==> src/hsdc_pkg.sv <==
// Purpose: constants for the high-side driver control block
// Assumes: 32-bit Avalon-MM word registers, 8-bit data in low bits
// Notes: offsets are byte addresses, one word per register
package hsdc_pkg;
  localparam int HSDC_NDRV = 2;
  localparam logic [3:0] HSDC_OFF_DATA = 4'h0;
  localparam logic [3:0] HSDC_OFF_CFG = 4'h4;
  localparam logic [3:0] HSDC_OFF_STAT = 4'h8;
  localparam logic [3:0] HSDC_OFF_IE = 4'hC;
  localparam logic [3:0] HSDC_OFF_IF = 4'h0;
  localparam logic [4:0] HSDC_OFF_IF_FULL = 5'h10;
  localparam int HSDC_CFG_EN_LSB = 0;
  localparam int HSDC_CFG_OLE_LSB = 2;
  localparam int HSDC_IE_BIT = 7;
  localparam logic [1:0] HSDC_RST_2B = 2'h0;
  localparam logic [31:0] HSDC_RD_ZERO = 32'h0000_0000;
endpackage

==> src/hsdc_top.sv <==
// Function
// RQ1 - interrupt requested when enable is 1 and any over-current flag set
// RQ2 - writing 1 clears a flag; writing 0 leaves it unchanged
// RQ3 - over-current event sets that driver's flag, bits 1-0
// RQ4 - gate forced off while its flag is set
// RQ5 - after flag clears, gate follows the selected source again
// RQ6 - over-current detection works only while driver is enabled
// RQ7 - gate source is data bit or routed timer/pwm by route select
// RQ8 - open-load detection has a per-driver enable bit
// RQ9 - open-load check only when enabled and source commands gate off
// RQ10 - pin above threshold during check reports open load
// RQ11 - open-load status has one bit per driver
// RQ12 - over-current forcing alone does not start open-load check
// RQ13 - interrupt delivered only in run mode
// RQ14 - stop mode entry or exit leaves flags unchanged
// RQ15 - stop mode entry clears both gate data bits
// RQ16 - data read gives stored bit if disabled, routed source if enabled
// RQ17 - enable bit switches driver supply on or off
// RQ18 - module interrupt is enable AND OR of both flags
// Purpose: control and protection logic for two high-side drivers
// Assumes: all inputs synchronous to clk_i; 125 MHz clock
// Notes: registers on Avalon-MM; waitrequest low one cycle after request
`timescale 1ns/10ps
module hsdc_top
  import hsdc_pkg::*;
(
  input wire logic clk_i,
  input wire logic rst_i,
  input wire logic [4:0] avs_address_i,
  input wire logic avs_read_i,
  input wire logic avs_write_i,
  input wire logic [31:0] avs_writedata_i,
  input wire logic [3:0] avs_byteenable_i,
  output logic [31:0] avs_readdata_o,
  output logic avs_waitrequest_o,
  input wire logic [1:0] route_sel_alt_i,
  input wire logic [1:0] alt_source_i,
  input wire logic [1:0] overcurrent_event_i,
  input wire logic [1:0] openload_comp_i,
  input wire logic stop_mode_i,
  output logic [1:0] gate_on_o,
  output logic [1:0] driver_supply_on_o,
  output logic [1:0] openload_check_active_o,
  output logic driver_module_interrupt_o
);

  // ---------------------------------------------------------------
  // state
  // ---------------------------------------------------------------
  typedef struct packed {
    logic [1:0] gate_data;
    logic [1:0] driver_enable;
    logic [1:0] openload_detect_enable;
    logic [1:0] openload_status;
    logic irq_enable;
    logic [1:0] overcurrent_flag;
    logic stop_d;
    logic ack;
    logic [31:0] rdata;
    logic [1:0] gate;
    logic irq;
  } hsdc_state_t;

  hsdc_state_t st_reg;
  hsdc_state_t st_next;

  logic req;
  logic do_wr;
  logic do_rd;
  logic [1:0] src_cmd;
  logic [1:0] ol_active;
  logic [1:0] oc_set;
  logic [1:0] oc_clr;
  logic [7:0] rd_byte;

  function automatic logic [1:0] hsdc_w1c(input logic [1:0] flags, input logic [1:0] set_v, input logic [1:0] clr_v);
    hsdc_w1c = set_v | (flags & ~clr_v);
  endfunction

  assign req = avs_read_i | avs_write_i;
  // write lands at the accepting edge, where waitrequest is low
  assign do_wr = avs_write_i & st_reg.ack;
  assign do_rd = avs_read_i & ~st_reg.ack;
  assign avs_waitrequest_o = req & ~st_reg.ack;
  assign avs_readdata_o = st_reg.rdata;
  assign gate_on_o = st_reg.gate;
  assign driver_supply_on_o = st_reg.driver_enable; // [RQ17]
  assign openload_check_active_o = ol_active;
  assign driver_module_interrupt_o = st_reg.irq;

  // ---------------------------------------------------------------
  // source selection and detection
  // ---------------------------------------------------------------
  always_comb begin
    src_cmd = (route_sel_alt_i & alt_source_i) | (~route_sel_alt_i & st_reg.gate_data); // [RQ7]
    // the forced-off state is ignored here on purpose
    ol_active = st_reg.openload_detect_enable & st_reg.driver_enable & ~src_cmd; // [RQ8] [RQ9] [RQ12]
    oc_set = overcurrent_event_i & st_reg.driver_enable; // [RQ6]
    oc_clr = 2'h0;
    if (do_wr && avs_address_i == HSDC_OFF_IF_FULL && avs_byteenable_i[0]) begin
      oc_clr = avs_writedata_i[1:0]; // [RQ2]
    end
    case (avs_address_i)
      {1'b0, HSDC_OFF_DATA}: rd_byte = {6'h00, (st_reg.driver_enable & src_cmd)
                                        | (~st_reg.driver_enable & st_reg.gate_data)}; // [RQ16]
      {1'b0, HSDC_OFF_CFG}: rd_byte = {4'h0, st_reg.openload_detect_enable, st_reg.driver_enable};
      {1'b0, HSDC_OFF_STAT}: rd_byte = {6'h00, st_reg.openload_status}; // [RQ11]
      {1'b0, HSDC_OFF_IE}: rd_byte = {st_reg.irq_enable, 7'h00};
      HSDC_OFF_IF_FULL: rd_byte = {6'h00, st_reg.overcurrent_flag};
      default: rd_byte = 8'h00;
    endcase
  end

  // ---------------------------------------------------------------
  // next state
  // ---------------------------------------------------------------
  always_comb begin
    st_next = st_reg;
    st_next.ack = req & ~st_reg.ack;
    st_next.stop_d = stop_mode_i;
    if (do_rd) begin
      st_next.rdata = {24'h00_0000, rd_byte};
    end
    if (do_wr && avs_byteenable_i[0]) begin
      case (avs_address_i)
        {1'b0, HSDC_OFF_DATA}: st_next.gate_data = avs_writedata_i[1:0];
        {1'b0, HSDC_OFF_CFG}: begin
          st_next.driver_enable = avs_writedata_i[HSDC_CFG_EN_LSB +: 2];
          st_next.openload_detect_enable = avs_writedata_i[HSDC_CFG_OLE_LSB +: 2];
        end
        {1'b0, HSDC_OFF_IE}: st_next.irq_enable = avs_writedata_i[HSDC_IE_BIT];
        default: st_next.rdata = st_next.rdata;
      endcase
    end
    if (stop_mode_i && !st_reg.stop_d) begin
      st_next.gate_data = HSDC_RST_2B; // [RQ15]
    end
    // set wins over a same-cycle clear; stop mode does not touch flags
    st_next.overcurrent_flag = hsdc_w1c(st_reg.overcurrent_flag, oc_set, oc_clr); // [RQ3] [RQ2] [RQ14]
    st_next.openload_status = ol_active & openload_comp_i; // [RQ10]
    st_next.gate = src_cmd & st_reg.driver_enable & ~st_next.overcurrent_flag; // [RQ4] [RQ5]
    st_next.irq = st_reg.irq_enable & (|st_next.overcurrent_flag) & ~stop_mode_i; // [RQ1] [RQ13] [RQ18]
  end

  always_ff @(posedge clk_i or posedge rst_i) begin
    if (rst_i) begin
      st_reg <= '0;
    end else begin
      st_reg <= st_next;
    end
  end

  // ---------------------------------------------------------------
  // checks
  // ---------------------------------------------------------------
  chk_irq_follows_flag: assert property (@(posedge clk_i) disable iff (rst_i)
    (st_reg.irq_enable && |st_reg.overcurrent_flag && !stop_mode_i && !$past(stop_mode_i))
      |-> driver_module_interrupt_o || $past(!st_reg.irq_enable)) else $error("irq missing"); // [RQ1]
  chk_irq_disabled: assert property (@(posedge clk_i) disable iff (rst_i)
    $past(!st_reg.irq_enable) |-> !driver_module_interrupt_o) else $error("irq while disabled"); // [RQ18]
  chk_irq_run_only: assert property (@(posedge clk_i) disable iff (rst_i)
    $past(stop_mode_i) |-> !driver_module_interrupt_o) else $error("irq in stop"); // [RQ13]
  chk_flag_sets: assert property (@(posedge clk_i) disable iff (rst_i)
    (overcurrent_event_i[0] && st_reg.driver_enable[0]) |=> st_reg.overcurrent_flag[0])
    else $error("flag not set"); // [RQ3]
  chk_flag_needs_enable: assert property (@(posedge clk_i) disable iff (rst_i)
    (!st_reg.overcurrent_flag[1] && !(overcurrent_event_i[1] && st_reg.driver_enable[1]))
      |=> !st_reg.overcurrent_flag[1]) else $error("flag without enabled event"); // [RQ6]
  chk_flag_w1c: assert property (@(posedge clk_i) disable iff (rst_i)
    (oc_clr[0] && !oc_set[0]) |=> !st_reg.overcurrent_flag[0]) else $error("w1c failed"); // [RQ2]
  chk_gate_forced_off: assert property (@(posedge clk_i) disable iff (rst_i)
    st_reg.overcurrent_flag[0] |-> !gate_on_o[0]) else $error("gate on with flag"); // [RQ4]
  chk_gate_returns: assert property (@(posedge clk_i) disable iff (rst_i)
    (!st_next.overcurrent_flag[1] && st_reg.driver_enable[1] && src_cmd[1]) |=> gate_on_o[1])
    else $error("gate not returned"); // [RQ5]
  chk_openload_gate: assert property (@(posedge clk_i) disable iff (rst_i)
    openload_check_active_o[1] |-> !src_cmd[1]) else $error("open-load check while source on"); // [RQ9]
  chk_openload_cond: assert property (@(posedge clk_i) disable iff (rst_i)
    st_reg.openload_status[0] |-> $past(st_reg.driver_enable[0] && st_reg.openload_detect_enable[0]
      && openload_comp_i[0])) else $error("open load without check"); // [RQ10]
  chk_stop_clears: assert property (@(posedge clk_i) disable iff (rst_i)
    $rose(stop_mode_i) |=> st_reg.gate_data == 2'h0) else $error("stop did not clear data"); // [RQ15]

  // ---------------------------------------------------------------
  // bus checks
  // ---------------------------------------------------------------
  chk_wait_first: assert property (@(posedge clk_i) disable iff (rst_i)
    $rose(req) |-> avs_waitrequest_o)
    else $error("no wait state on new request");

  chk_wait_answer: assert property (@(posedge clk_i) disable iff (rst_i)
    (req && avs_waitrequest_o) ##1 req |-> !avs_waitrequest_o)
    else $error("request not answered");

  chk_idle_no_wait: assert property (@(posedge clk_i) disable iff (rst_i)
    !req |-> !avs_waitrequest_o)
    else $error("waitrequest while idle");

  chk_rdata_stands: assert property (@(posedge clk_i) disable iff (rst_i)
    !$past(do_rd) |-> $stable(avs_readdata_o))
    else $error("read data moved without read");

  chk_rd_upper_zero: assert property (@(posedge clk_i) disable iff (rst_i)
    avs_readdata_o[31:8] == 24'h00_0000)
    else $error("upper read bits not zero");

  chk_rd_unmapped: assert property (@(posedge clk_i) disable iff (rst_i)
    (do_rd && avs_address_i == 5'h14) |=> avs_readdata_o == HSDC_RD_ZERO)
    else $error("unmapped read not zero");

  chk_rd_status: assert property (@(posedge clk_i) disable iff (rst_i) // [RQ11]
    (do_rd && avs_address_i == {1'b0, HSDC_OFF_STAT}) |=> avs_readdata_o[1:0] == $past(st_reg.openload_status))
    else $error("status read wrong");

  chk_rd_data_disabled: assert property (@(posedge clk_i) disable iff (rst_i) // [RQ16]
    (do_rd && avs_address_i == {1'b0, HSDC_OFF_DATA} && !st_reg.driver_enable[0])
      |=> avs_readdata_o[0] == $past(st_reg.gate_data[0])) else $error("stored data bit not read");

  chk_rd_data_enabled: assert property (@(posedge clk_i) disable iff (rst_i) // [RQ16]
    (do_rd && avs_address_i == {1'b0, HSDC_OFF_DATA} && st_reg.driver_enable[1])
      |=> avs_readdata_o[1] == $past(src_cmd[1])) else $error("routed source not read");

  chk_supply_write: assert property (@(posedge clk_i) disable iff (rst_i) // [RQ17]
    (do_wr && avs_byteenable_i[0] && avs_address_i == {1'b0, HSDC_OFF_CFG})
      |=> driver_supply_on_o == $past(avs_writedata_i[1:0])) else $error("supply not switched");

  chk_ie_write: assert property (@(posedge clk_i) disable iff (rst_i) // [RQ1]
    (do_wr && avs_byteenable_i[0] && avs_address_i == {1'b0, HSDC_OFF_IE})
      |=> st_reg.irq_enable == $past(avs_writedata_i[HSDC_IE_BIT])) else $error("irq enable not written");

  // ---------------------------------------------------------------
  // flag checks
  // ---------------------------------------------------------------
  chk_flag_sets_drv1: assert property (@(posedge clk_i) disable iff (rst_i) // [RQ3]
    (overcurrent_event_i[1] && st_reg.driver_enable[1]) |=> st_reg.overcurrent_flag[1])
    else $error("flag 1 not set");

  chk_flag_holds: assert property (@(posedge clk_i) disable iff (rst_i) // [RQ2]
    (st_reg.overcurrent_flag[0] && !oc_clr[0]) |=> st_reg.overcurrent_flag[0])
    else $error("flag lost without clear");

  chk_flag_w1c_drv1: assert property (@(posedge clk_i) disable iff (rst_i) // [RQ2]
    (oc_clr[1] && !oc_set[1]) |=> !st_reg.overcurrent_flag[1])
    else $error("flag 1 not cleared");

  chk_flag_needs_en0: assert property (@(posedge clk_i) disable iff (rst_i) // [RQ6]
    (!st_reg.overcurrent_flag[0] && !(overcurrent_event_i[0] && st_reg.driver_enable[0]))
      |=> !st_reg.overcurrent_flag[0]) else $error("flag 0 without enabled event");

  chk_flag_stop_entry: assert property (@(posedge clk_i) disable iff (rst_i) // [RQ14]
    ($rose(stop_mode_i) && st_reg.overcurrent_flag[0] && !oc_clr[0]) |=> st_reg.overcurrent_flag[0])
    else $error("stop entry changed flag");

  chk_flag_stop_exit: assert property (@(posedge clk_i) disable iff (rst_i) // [RQ14]
    ($fell(stop_mode_i) && !st_reg.overcurrent_flag[1] && !oc_set[1]) |=> !st_reg.overcurrent_flag[1])
    else $error("stop exit changed flag");

  // ---------------------------------------------------------------
  // gate checks
  // ---------------------------------------------------------------
  chk_gate_forced_drv1: assert property (@(posedge clk_i) disable iff (rst_i) // [RQ4]
    st_reg.overcurrent_flag[1] |-> !gate_on_o[1])
    else $error("gate 1 on with flag");

  chk_gate_returns_drv0: assert property (@(posedge clk_i) disable iff (rst_i) // [RQ5]
    (!st_next.overcurrent_flag[0] && st_reg.driver_enable[0] && src_cmd[0]) |=> gate_on_o[0])
    else $error("gate 0 not returned");

  chk_gate_src_data: assert property (@(posedge clk_i) disable iff (rst_i) // [RQ7]
    (!route_sel_alt_i[0] && st_reg.driver_enable[0] && !st_next.overcurrent_flag[0])
      |=> gate_on_o[0] == $past(st_reg.gate_data[0])) else $error("gate 0 not following data");

  chk_gate_src_alt: assert property (@(posedge clk_i) disable iff (rst_i) // [RQ7]
    (route_sel_alt_i[1] && st_reg.driver_enable[1] && !st_next.overcurrent_flag[1])
      |=> gate_on_o[1] == $past(alt_source_i[1])) else $error("gate 1 not following routed source");

  chk_gate_needs_supply: assert property (@(posedge clk_i) disable iff (rst_i) // [RQ17]
    !$past(st_reg.driver_enable[0]) |-> !gate_on_o[0])
    else $error("gate on without supply");

  // ---------------------------------------------------------------
  // open-load checks
  // ---------------------------------------------------------------
  chk_ol_needs_enable: assert property (@(posedge clk_i) disable iff (rst_i) // [RQ8]
    openload_check_active_o[1] |-> (st_reg.openload_detect_enable[1] && st_reg.driver_enable[1]))
    else $error("open-load check without enables");

  chk_ol_source_off: assert property (@(posedge clk_i) disable iff (rst_i) // [RQ9]
    openload_check_active_o[0] |-> !src_cmd[0])
    else $error("open-load check while source 0 on");

  chk_ol_ignores_force: assert property (@(posedge clk_i) disable iff (rst_i) // [RQ12]
    (st_reg.overcurrent_flag[0] && src_cmd[0]) |-> !openload_check_active_o[0])
    else $error("forced gate started open-load check");

  chk_ol_reports: assert property (@(posedge clk_i) disable iff (rst_i) // [RQ10]
    (openload_check_active_o[1] && openload_comp_i[1]) |=> st_reg.openload_status[1])
    else $error("open load not reported");

  chk_ol_clears: assert property (@(posedge clk_i) disable iff (rst_i) // [RQ10]
    !openload_check_active_o[0] |=> !st_reg.openload_status[0])
    else $error("open load reported without check");

endmodule

==> config.mk <==
export PLATFORM = sky130hd
export DESIGN_NAME = hsdc_top
export DESIGN_NICKNAME = d
export VERILOG_FILES = /design/src/hsdc_pkg.sv /design/src/hsdc_top.sv
export SDC_FILE = /design/constraint.sdc
export NUM_CORES = 1
export LEC_CHECK = 0
export BUFFER_PORTS_ARGS = -buffer_cell sky130_fd_sc_hd__buf_2
export CORE_MARGIN = 2
export CORE_UTILIZATION = 43
export DETAILED_ROUTE_END_ITERATION = 6
export PLACE_DENSITY_LB_ADDON = 0.3
export SLEW_MARGIN = 0
export SYNTH_ARGS = -nofsm -noshare
export SYNTH_HDL_FRONTEND = slang
export SYNTH_SLANG_ARGS = --single-unit
==> constraint.sdc <==
create_clock -name clk_i -period 1.9 [get_ports clk_i]
set_clock_uncertainty 0.1 [all_clocks]
set_input_delay 0.285 -clock clk_i [delete_from_list [all_inputs] [get_ports clk_i]]
set_output_delay 0.285 -clock clk_i [all_outputs]
set_load 0.01 [all_outputs]
* Word-level counts from Yosys, hierarchy flattened
Index checks and enable logic that the tools add are counted.
Storage, ports and cells: word-level logic and storage cells 59, input port bits 54, bits in registers 24, output and inout port bits 40
Operators by class: reductions and logical operators 12, equality and inequality tests 4, bitwise gates (word level) 26, muxes and demuxes 6
Operator list (count):
- 8-bit case mux with 5 select lines | 1
- 2-bit AND | 10
- 5-bit by 4-bit equality test with 1-bit output (second input constant) | 2
- 2-bit NOT | 5
- 2-bit 2-to-1 mux | 3
- 6-bit 2-to-1 mux | 1
- 2-bit bitwise OR | 3
- 2-bit AND reduction | 3
- 1-bit AND | 5
- 5-bit by 3-bit equality test with 1-bit output (second input constant) | 1
- 5-bit equality test (second input constant) | 1
- 5-bit zero test | 1
- 1-bit logical AND | 4
- 4-bit 2-to-1 mux | 1
- 2-bit nonzero test | 2
- 1-bit NOT | 2
- 2-bit OR reduction | 1
- 1-bit zero test | 1
- 1-bit bitwise OR | 1

* Longest topological paths before layout
Gate-level depths: netlist of the first run.
word-level depth 10, depth in mapped cells 5, gate-level depth less buffers 4

* Least setup slack after synthesis of the first run
OpenSTA, ideal clock, no wires.
kind input -> register, start point input port avs_address_i[1], end point register st_reg, in the netlist driver_supply_on_o[0], arrival 1.198 ns, data required time 1.672 ns, cell stages on the path 4, library setup time 0.128 ns, slack 0.474 ns, buffers on the path 0, cells stage by stage nor3_2 > nand3_2 > nor2_4 > mux2_1
On the way: longest elaborated chain between the ends 2
RTL lines:
- start: declaration | line hsdc_top.sv:29 | input wire logic [4:0] avs_address_i,
- 5-bit by 3-bit equality test with 1-bit output | line hsdc_top.sv:125 | case (avs_address_i)
- 2-bit AND reduction (no line)
- end signal: assignment | line hsdc_top.sv:149 | st_reg <= st_next;
- end: declaration | line hsdc_top.sv:64 | hsdc_state_t st_reg;
Every way passes these cells. A chain may end at the register's enable or synchronous reset.

* Final worst setup path of the first run
start point register st_reg[47] in the netlist's numbering, end point output port openload_check_active_o[1]
On the way: longest elaborated chain between the ends 4
RTL lines:
- 2-bit AND | line hsdc_top.sv:95 | src_cmd = (route_sel_alt_i & alt_source_i) | (~route_sel_alt_i & st_reg.gate_data);
- 2-bit bitwise OR | line hsdc_top.sv:95
- 2-bit NOT | line hsdc_top.sv:97 | ol_active = st_reg.openload_detect_enable & st_reg.driver_enable & ~src_cmd;
- 2-bit AND | line hsdc_top.sv:97
- end: declaration | line hsdc_top.sv:43 | output logic [1:0] openload_check_active_o,
Every way passes these cells.

==> out/metrics.cfg, run 1 <==
[timing]
final_max_slew_viol_count = 0
finalCritPeriodShare_pct = 86.4
rsz0062_at_grt = no
hold_violations = 0
period_needed_ns = 1.64
setup_viol = 0
fin_tns_setup_ns = 0
max_freq_mhz = 609

[final_layout]
final_nets = 218
largest_reg_flops = 11
layout-drive-gt1-share_pct = 28.2
stdcell_area_mm2 = 0.00139
n_antenna_cell = 0
fillers = 268
areaGrowthSynthToFinish_pct = 7.65

[power_and_ir_drop]
cellPowerDensity_mw_per_mm2 = 644
combPwrFrac_pct = 19.2
power_leakage_nw = 0.753
p_sw_share_pct = 29.7
p_int_mw = 0.630
seqPwrFrac_pct = 56.5
clkPwrFrac_pct = 24.3
p_switching_mw = 0.265
ir_drop_uv = 350
finalPower_mw = 0.895

[routing]
wl_per_cell_um = 12.0
drtAntennaViolNets = 0
drtIter0Drc = 23
wirelength_um = 2330
vias = 961
vias_per_cell = 4.95
first_pass_iters = 6
drc = 5

[grt]
grt_pass1_vias = 827
grt_pass1_wl_um = 3640
grt_max_degree = 22
grt_usage_pct = 13.7
grt_antenna_before_repair = 0
grt.overflow.total = 0

[synthesis]
ys_seq_area_share_pct = 40.7
ys_warn_count = 0
synth.avg_cell_area_um2 = 9.86
yosys.area.top_type = dfrtp_1
ys_ff_latch = 21
synth_cell_types = 34
yosys.area.top_type_share_pct = 40.7
synthTopCellsByArea = dfrtp_1, buf_4, mux2_1, mux2i_1, o21ai_0
syn_area_mm2 = 0.00129
synthesis.instances = 131

[floorplanning]
io_pins = 94
coreArea_mm2 = 0.00281
std_cell_rows = 19
fp.dieH_um = 58.8
die_w_um = 58.8
start_util_pct = 46.0
die-area_mm2 = 0.00346

[outcome]
status = finished with violations
violations = DRC

[cts]
clk_pin_slew_ns = 0.12
clk_path_buf_depth = 2
insertion_delay_ns = 0.30
root_buffer = clkbuf_4
cts_tree = yes
cts-resized-gates = 0
htreeDepth = 1
cts.sinks = 21
cts_buffers = 3
cts_setup_buffers = 0

[setup_path]
worst_setup_path_start_kind = flop
critPathMaxFanout = 3
cp.arrival_ns = 1.26
cp.required_ns = 1.51
crit_path_end_kind = output port
path_class = flop to output port

[placed_design]
place_congestion = 0.877
placed_cell_area_mm2 = 0.00134
dpl.hpwl_um = 1890
placement.io_buffers = 36

[run]
cap_violations = 0

[hold_path]
hp-class = input pin to flop

-- worst paths after layout --
| check | end | startpoint | slack [ns] | cells past startpoint |
|---|---|---|---|---|
| min in group asynchronous | driver_module_interrupt_o$_DFF_PP0_ | rst_i | 0.43 | 4 |
| max reg2reg | avs_readdata_o[1]$_DFFE_PP0P_ | driver_supply_on_o[1]$_DFFE_PP0P_ | 0.43 | 4 |
| min | st_reg[41]$_DFF_PP0_ | openload_comp_i[1] | 0.08 | 2 |
| max | openload_check_active_o[1] | st_reg[47]$_DFFE_PP0P_ | 0.26 | 3 |
| min reg2reg | avs_readdata_o[3]$_DFFE_PP0P_ | avs_readdata_o[3]$_DFFE_PP0P_ | 0.40 | 2 |
| max in group asynchronous | gate_on_o[0]$_DFF_PP0_ | rst_i | 1.05 | 4 |
-- Yosys cell counts --
master / number
a2111oi_0: 1
a21boi_0: 1
a21oi_1: 1
a22o_1: 2
a311o_1: 1
a32oi_1: 1
a41oi_1: 1
and2_1: 2
and3_1: 3
buf_2: 1
buf_4: 36
clkbuf_1: 1
conb_1: 1
dfrtp_1: 21
inv_1: 4
mux2_1: 5
mux2i_1: 4
nand2_1: 8
nand2b_1: 3
nand3_1: 3
nand3_2: 1
nand3b_1: 3
nand4_1: 4
nor2_1: 7
nor2_4: 1
nor2b_1: 1
nor3_1: 1
nor3_2: 1
nor3b_2: 1
nor4_4: 1
nor4bb_1: 1
o211a_1: 1
o21ai_0: 6
o21ai_1: 2
-- per-stage QoR --
stage	hold slack [ns]	setup slack (ns)	std cells	util (%)
5_1_grt	0.0826	0.187	194	49.6
6_report	0.0768	0.259	194	49.6
4_1_cts	0.0788	0.252	194	49.6
3_5_place_dp	0.226	0.324	188	47.9
3_3_place_gp	0.227	0.358	188	47.9
2_1_floorplan	0.162	0.474	157	-
-- critical path, cell delays in order, from the launching register on --
cell and delay (ns):
dfrtp_1 0.41, mux2i_1 0.22, and3_1 0.20, buf_2 0.13
-- cells in the final DEF, fill, tap and decap left out, types with 3 or more instances in the layout --
| cell type | instances |
|---|---|
| nand3_1 | 3 |
| nand4_1 | 4 |
| inv_1 | 4 |
| dfrtp_1 | 21 |
| nand3b_1 | 3 |
| clkbuf_4 | 3 |
| mux2_1 | 5 |
| nand2_1 | 8 |
| nand2b_1 | 3 |
| o21ai_0 | 6 |
| mux2i_1 | 4 |
| nor2_1 | 7 |
| conb_1 | 27 |
| and3_1 | 3 |
| buf_2 | 36 |
-- power groups by stage --
stage               combinational, mW  sequential [mW]  clock (mW)
floorplan                       0.157            0.506           0
global placement                0.165            0.513           0
detailed placement              0.168            0.515           0
CTS                             0.172            0.505       0.220
global route                    0.190            0.512       0.234
finish                          0.172            0.506       0.217
-- cells by family after synthesis --
| group | after synthesis | synth area share [%] |
|---|---|---|
| buf+inv | 42 | 22.8 |
| simple gates | 41 | 19.8 |
| flops | 21 | 40.7 |
| compound gates | 17 | 9.01 |
| mux | 9 | 7.46 |
| other cells | 1 | 0.290 |
-- per-layer routing --
metal	share of wire (%)	GRT usage (%)	vias to the layer above	wire [um]
met5	0	0	-	0
met3	8.5	2.42	4	198
met1	44	19.0	445	1030
met4	1.8	5.52	0	42
met2	45	21.3	59	1060
li1	-	-	453	-
-- area by class of cell --
cell class | count | area (um2) | area share, %
Sequential cell | 21 | 526 | 37.8
Clock buffer | 4 | 26.3 | 1.89
Tap cell | 31 | 38.8 | 2.79
Multi-Input combinational cell | 94 | 569 | 41.0
Inverter | 4 | 15.0 | 1.08
Timing Repair Buffer | 40 | 215 | 15.5
-- timing repair --
action / CTS / global route
setup endpoints to repair: 0 / 0
hold buffers: 2 / 0
endpoints found under the hold margin: 22 / 0
Power figures use the tool's default switching activity.
==> run 2, diff against run 1 <==
--- a/config.mk
+++ b/config.mk
@@ -7,7 +7,8 @@
 export LEC_CHECK = 0
 export BUFFER_PORTS_ARGS = -buffer_cell sky130_fd_sc_hd__buf_2
 export CORE_MARGIN = 2
-export CORE_UTILIZATION = 43
+export CORE_UTILIZATION = 45
+export CTS_BUF_LIST = sky130_fd_sc_hd__clkbuf_2 sky130_fd_sc_hd__clkbuf_4 sky130_fd_sc_hd__clkbuf_8
 export DETAILED_ROUTE_END_ITERATION = 6
 export PLACE_DENSITY_LB_ADDON = 0.3
 export SLEW_MARGIN = 0
==> out/metrics.cfg, run 2 (synthesis gave the netlist of run 1 again) <==
[outcome]
status = completed

[floorplanning]
std_cell_rows = 19  ; unchanged
start_util_pct = 47.2  ; +1.2 points
die-area_mm2 = 0.00331  ; -4.2%
io_pins = 94  ; unchanged
die_w_um = 57.6  ; -2.1%
fp.dieH_um = 57.6  ; -2.1%
coreArea_mm2 = 0.00273  ; -2.5%

[power_and_ir_drop]
power_leakage_nw = 0.755  ; +0.36%
cellPowerDensity_mw_per_mm2 = 646  ; +0.34%
finalPower_mw = 0.899  ; +0.43%
ir_drop_uv = 360  ; +2.9%

[grt]
grt_max_degree = 22  ; unchanged
grt.overflow.total = 0  ; unchanged
grt_antenna_before_repair = 0  ; unchanged
grt_pass1_wl_um = 3820  ; +4.9%
grt_pass1_vias = 858  ; +3.7%
grt_usage_pct = 15.0  ; +1.3 points

[timing]
fin_tns_setup_ns = 0  ; unchanged
period_needed_ns = 1.64  ; +0.00294 ns
max_freq_mhz = 608  ; -0.18%
hold_slack_ns = 0.0729  ; -0.00383 ns
rsz0062_at_grt = no
setup_viol = 0  ; unchanged
finalCritPeriodShare_pct = 86.5  ; +0.15 points
final_max_slew_viol_count = 0  ; unchanged
hold_violations = 0  ; unchanged

[placed_design]
dpl.hpwl_um = 1870  ; -1.4%
place_congestion = 0.800  ; -8.8%
placement.io_buffers = 36  ; unchanged
dp.cells = 188  ; unchanged

[final_layout]
fillers = 262  ; -2.2%
areaGrowthSynthToFinish_pct = 7.75  ; about the same
final_common_cell = buf_2
n_antenna_cell = 0  ; unchanged
layout_common_cells = buf_2, conb_1, dfrtp_1
fin_util_pct = 50.9  ; +1.3 points
final_cell_count_no_fill = 194  ; unchanged
largest_reg_flops = 11  ; unchanged
final_nets = 218  ; unchanged
layout-drive-gt1-share_pct = 28.8  ; +0.61 points

[routing]
wirelength_um = 2370  ; +1.8%
first_pass_iters = 4  ; -2
wl_per_cell_um = 12.2  ; +1.8%
drc = 0  ; -5
drtIter0Drc = 36  ; +57%
vias_per_cell = 4.89  ; -1.2%
vias = 949  ; -1.2%
drtAntennaViolNets = 0  ; unchanged

[cts]
cts.sinks = 21  ; unchanged
insertion_delay_ns = 0.31  ; about the same
cts_buffers = 3  ; unchanged
clk_path_buf_depth = 2  ; unchanged
clk_pin_slew_ns = 0.12  ; about the same
htreeDepth = 1  ; unchanged
root_buffer = clkbuf_4
cts_tree = yes
cts-resized-gates = 0  ; unchanged

[hold_path]
hp-class = input pin to flop

[setup_path]
worst_setup_path_start_kind = flop
cp.required_ns = 1.51  ; about the same
cp.arrival_ns = 1.26  ; about the same
path_class = flop to output port
crit_path_end_kind = output port
critPathMaxFanout = 3  ; unchanged

[run]
cap_violations = 0  ; unchanged

run 2: changes by cell type in the layout (fill, tap and decap cells not counted), sizes merged:
cell    change
clkbuf      -1
clkinv      +1
run 2: worst paths after layout:
check                                              start                             to  slack [ns]  cells past startpoint
setup / recovery                  st_reg[47]$_DFFE_PP0P_     openload_check_active_o[1]        0.26                      3
hold / removal                        openload_comp_i[1]           st_reg[41]$_DFF_PP0_        0.07                      2
setup reg to reg                    st_reg[35]$_DFF_PP0_         gate_on_o[0]$_DFF_PP0_        0.42                      4
hold reg to reg            avs_readdata_o[0]$_DFFE_PP0P_  avs_readdata_o[0]$_DFFE_PP0P_        0.39                      2
max in group asynchronous                          rst_i  avs_readdata_o[3]$_DFFE_PP0P_        1.05                      4
min in group asynchronous                          rst_i         gate_on_o[1]$_DFF_PP0_        0.43                      4
run 2: area by class of cell:
type | instances | area [um2] | share of cell area, %
multi-input cells | 94 | 569 | 40.9
flip-flops and latches | 21 | 526 | 37.8
repair buffers | 40 | 215 | 15.5
well taps | 31 | 38.8 | 2.79
clock buffers | 3 | 22.5 | 1.62
inverters | 4 | 15.0 | 1.08
clock inverters | 1 | 5.00 | 0.360
run 2: what timing repair did:
item / 4_1_cts / 5_1_grt
hold buffers: 2 / 0
setup buffers: 0 / 0
endpoints found under the hold margin: 22 / 0
run 2: metrics by stage:
stage	area, um2	worst slack, ns
after floorplan	1390	0.474
after global placement	1340	0.324
after detailed placement	1340	0.319
after CTS	1390	0.246
after global routing	1390	0.189
final	1390	0.256
run 2: power by group:
group	internal, mW	leakage (nW)	switching (mW)	total, mW
Clock	0.0786	0.0177	0.140	0.219
Combinational	0.0676	0.456	0.107	0.175
Sequential	0.480	0.282	0.0252	0.506
run 2: routing by layer:
metal | global-route usage, % | vias up | share of wire, %
met2 | 23.9 | 44 | 47
met4 | 5.98 | 0 | 1.6
met3 | 2.95 | 7 | 8.0
li1 | - | 453 | -
met5 | 0 | - | 0
met1 | 20.1 | 445 | 43
run 2: worst max-delay path: stages, from the launching register on:
cell	delay, ns
dfrtp_1	0.41
mux2i_1	0.21
and3_1	0.20
buf_2	0.13
==> run 3, diff against run 2 <==
--- a/config.mk
+++ b/config.mk
@@ -5,9 +5,10 @@
 export SDC_FILE = /design/constraint.sdc
 export NUM_CORES = 1
 export LEC_CHECK = 0
+export ABC_AREA = 1
 export BUFFER_PORTS_ARGS = -buffer_cell sky130_fd_sc_hd__buf_2
 export CORE_MARGIN = 2
-export CORE_UTILIZATION = 45
+export CORE_UTILIZATION = 44
 export CTS_BUF_LIST = sky130_fd_sc_hd__clkbuf_2 sky130_fd_sc_hd__clkbuf_4 sky130_fd_sc_hd__clkbuf_8
 export DETAILED_ROUTE_END_ITERATION = 6
 export PLACE_DENSITY_LB_ADDON = 0.3
==> out/metrics.cfg, run 3 <==
[synthesis]
synthTopCellsByArea = dfrtp_1, buf_4, nand2_1, inv_1, o21ai_0
synth_cell_types = 18  ; -47%
synthesis.instances = 153  ; +17%
yosys.area.top_type_share_pct = 41.7  ; +0.97 points
yosys.area.top_type = dfrtp_1
synth-main-ff-cell = dfrtp_1
synth_edf_count = 0  ; unchanged
ys_seq_area_share_pct = 41.7  ; +0.97 points
ys_ff_latch = 21  ; unchanged
async_flop_share_pct = 100  ; unchanged
synth_commonest_cells = buf_4, nand2_1, dfrtp_1
ys_warn_count = 0  ; unchanged
synth_most_common_cell = buf_4
syn_area_mm2 = 0.00126  ; -2.3%
synth.avg_cell_area_um2 = 8.24  ; -16%

[setup_path]
crit_path_end_kind = output port
cp.required_ns = 1.51  ; about the same
crit_buf_inv = 2  ; +1
slowest_stage = dfrtp_1
critPathTopFamily = flip-flops
r2r_setup_slack_ns = 0.51  ; +0.09 ns
max_stage_delay_ns = 0.46  ; +0.05 ns
cp.arrival_ns = 1.24  ; -0.02 ns
path_class = flop to output port
worst_setup_path_start_kind = flop
r2r-end = st_reg[43]$_DFFE_PP0P_
critPathMaxFanout = 6  ; +3
reg2regPathDepth = 5  ; +1
regToRegStartpoint = st_reg[35]$_DFF_PP0_
worstSetupStartpoint = driver_supply_on_o[1]$_DFFE_PP0P_
path_cells = inv_1 > nor3_1 > buf_2

[timing]
rsz0062_at_grt = no
max_freq_mhz = 616  ; +1.3%
period_needed_ns = 1.62  ; -0.0212 ns
finalCritPeriodShare_pct = 85.4  ; -1.1 points
setup_viol = 0  ; unchanged
hold_violations = 0  ; unchanged
fin_tns_setup_ns = 0  ; unchanged
final_max_slew_viol_count = 0  ; unchanged

[cts]
root_buffer = clkbuf_4
htreeDepth = 1  ; unchanged
cts_buffers = 3  ; unchanged
cts_setup_buffers = 0  ; unchanged
clk_pin_slew_ns = 0.12  ; about the same
cts_tree = yes
cts.sinks = 21  ; unchanged
cts-resized-gates = 0  ; unchanged
clk_path_buf_depth = 2  ; unchanged
hold_buffers = 2  ; unchanged
insertion_delay_ns = 0.31  ; about the same

[routing]
vias = 995  ; +4.8%
m1WireLength_um = 965  ; -5.6%
vias_per_cell = 4.59  ; -6.3%
drc = 0  ; unchanged
wl_met3_um = 207  ; +9.5%
wl_per_cell_um = 10.9  ; -11%
first_pass_iters = 4  ; unchanged
drtAntennaViolNets = 0  ; unchanged
top_layer_used = met4
drtIter0Drc = 22  ; -39%
wirelength_um = 2370  ; -0.25%
wl_met2_um = 1170  ; +4.0%

[placed_design]
place_congestion = 0.831  ; +3.8%
placement.io_buffers = 36  ; unchanged
dpl.hpwl_um = 1890  ; +1.0%

[final_layout]
final_common_cell = buf_2
layout-drive-gt1-share_pct = 27.4  ; -1.4 points
n_antenna_cell = 0  ; unchanged
final_nets = 241  ; +11%
layout_common_cells = buf_2, conb_1, nand2_1
largest_reg_flops = 11  ; unchanged
areaGrowthSynthToFinish_pct = 8.04
fillers = 285  ; +8.8%

[grt]
grt.overflow.total = 0  ; unchanged
grt_pass1_wl_um = 4090  ; +7.2%
grt_usage_pct = 16.2  ; +1.1 points
grt_pass1_vias = 972  ; +13%
grt_antenna_before_repair = 0  ; unchanged
grt_max_degree = 22  ; unchanged

[floorplanning]
coreArea_mm2 = 0.00273  ; unchanged
die_w_um = 57.5  ; about the same
std_cell_rows = 19  ; unchanged
start_util_pct = 46.1  ; -1.1 points
io_pins = 94  ; unchanged
fp.dieH_um = 57.5  ; about the same
die-area_mm2 = 0.00331  ; about the same

[power_and_ir_drop]
cellPowerDensity_mw_per_mm2 = 682  ; +5.5%
ir_drop_uv = 427  ; +19%
power_leakage_nw = 0.759  ; +0.44%
finalPower_mw = 0.929  ; +3.3%

[outcome]
status = completed

[hold_path]
hold_depth = 2  ; unchanged
min_from = openload_comp_i[0]
hp-class = input pin to flop
holdPathEnd = st_reg[40]$_DFF_PP0_

[run]
cap_violations = 0  ; unchanged

-- run 3: cell families (layout without fill, tap and decap cells) --
| group | Yosys count | in the layout | synth area share, % |
|---|---|---|---|
| other | 1 | 27 | 0.297 |
| AOI/OAI and AO/OA | 18 | 18 | 7.74 |
| buffers and inverters | 53 | 60 | 26.5 |
| DFF | 21 | 21 | 41.7 |
| and+or+nand+nor | 60 | 60 | 23.8 |
-- run 3: layout make-up --
class                   instances  area [um2]  area share [%]
clock inverters                 1        5.00           0.367
clock buffers                   3        22.5            1.65
inverters                      17        63.8            4.68
well taps                      31        38.8            2.85
repair buffers                 39         208            15.2
flip-flops and latches         21         526            38.6
multi-input cells             105         499            36.6
-- run 3: power by group --
group | switching (mW) | total, mW | leakage (nW) | internal, mW
registers | 0.0259 | 0.516 | 0.267 | 0.490
clock network | 0.143 | 0.222 | 0.0177 | 0.0787
logic | 0.125 | 0.191 | 0.474 | 0.0655
-- run 3: how the worst max path moves through the flow --
stage                                       to  slack, ns  cells after the start
finish              openload_check_active_o[1]       0.28                      3
global route        openload_check_active_o[0]       0.18                      4
floorplan           openload_check_active_o[1]       0.72                      2
global placement        st_reg[43]$_DFFE_PP0P_       0.52                      5
CTS                 openload_check_active_o[1]       0.27                      3
detailed placement      st_reg[43]$_DFFE_PP0P_       0.50                      5
-- run 3: stage by stage --
| step | area, um2 | hold slack [ns] | utilization (%) | setup WS [ns] | cells |
|---|---|---|---|---|---|
| 6_report | 1360 | 0.0782 | 49.8 | 0.277 | 217 |
| 5_1_grt | 1360 | 0.0721 | 49.8 | 0.183 | 217 |
| 4_1_cts | 1360 | 0.0735 | 49.8 | 0.269 | 217 |
| 3_5_place_dp | 1320 | 0.233 | 48.1 | 0.498 | 211 |
| 3_3_place_gp | 1320 | 0.223 | 48.1 | 0.520 | 211 |
| 2_1_floorplan | 1360 | 0.162 | - | 0.724 | 179 |
-- run 3: per-layer routing --
metal / GRT usage, % / vias to the layer above
met5: 0 / -
met4: 5.32 / 0
met3: 5.22 / 4
met2: 26.8 / 44
met1: 19.9 / 459
li1: - / 488
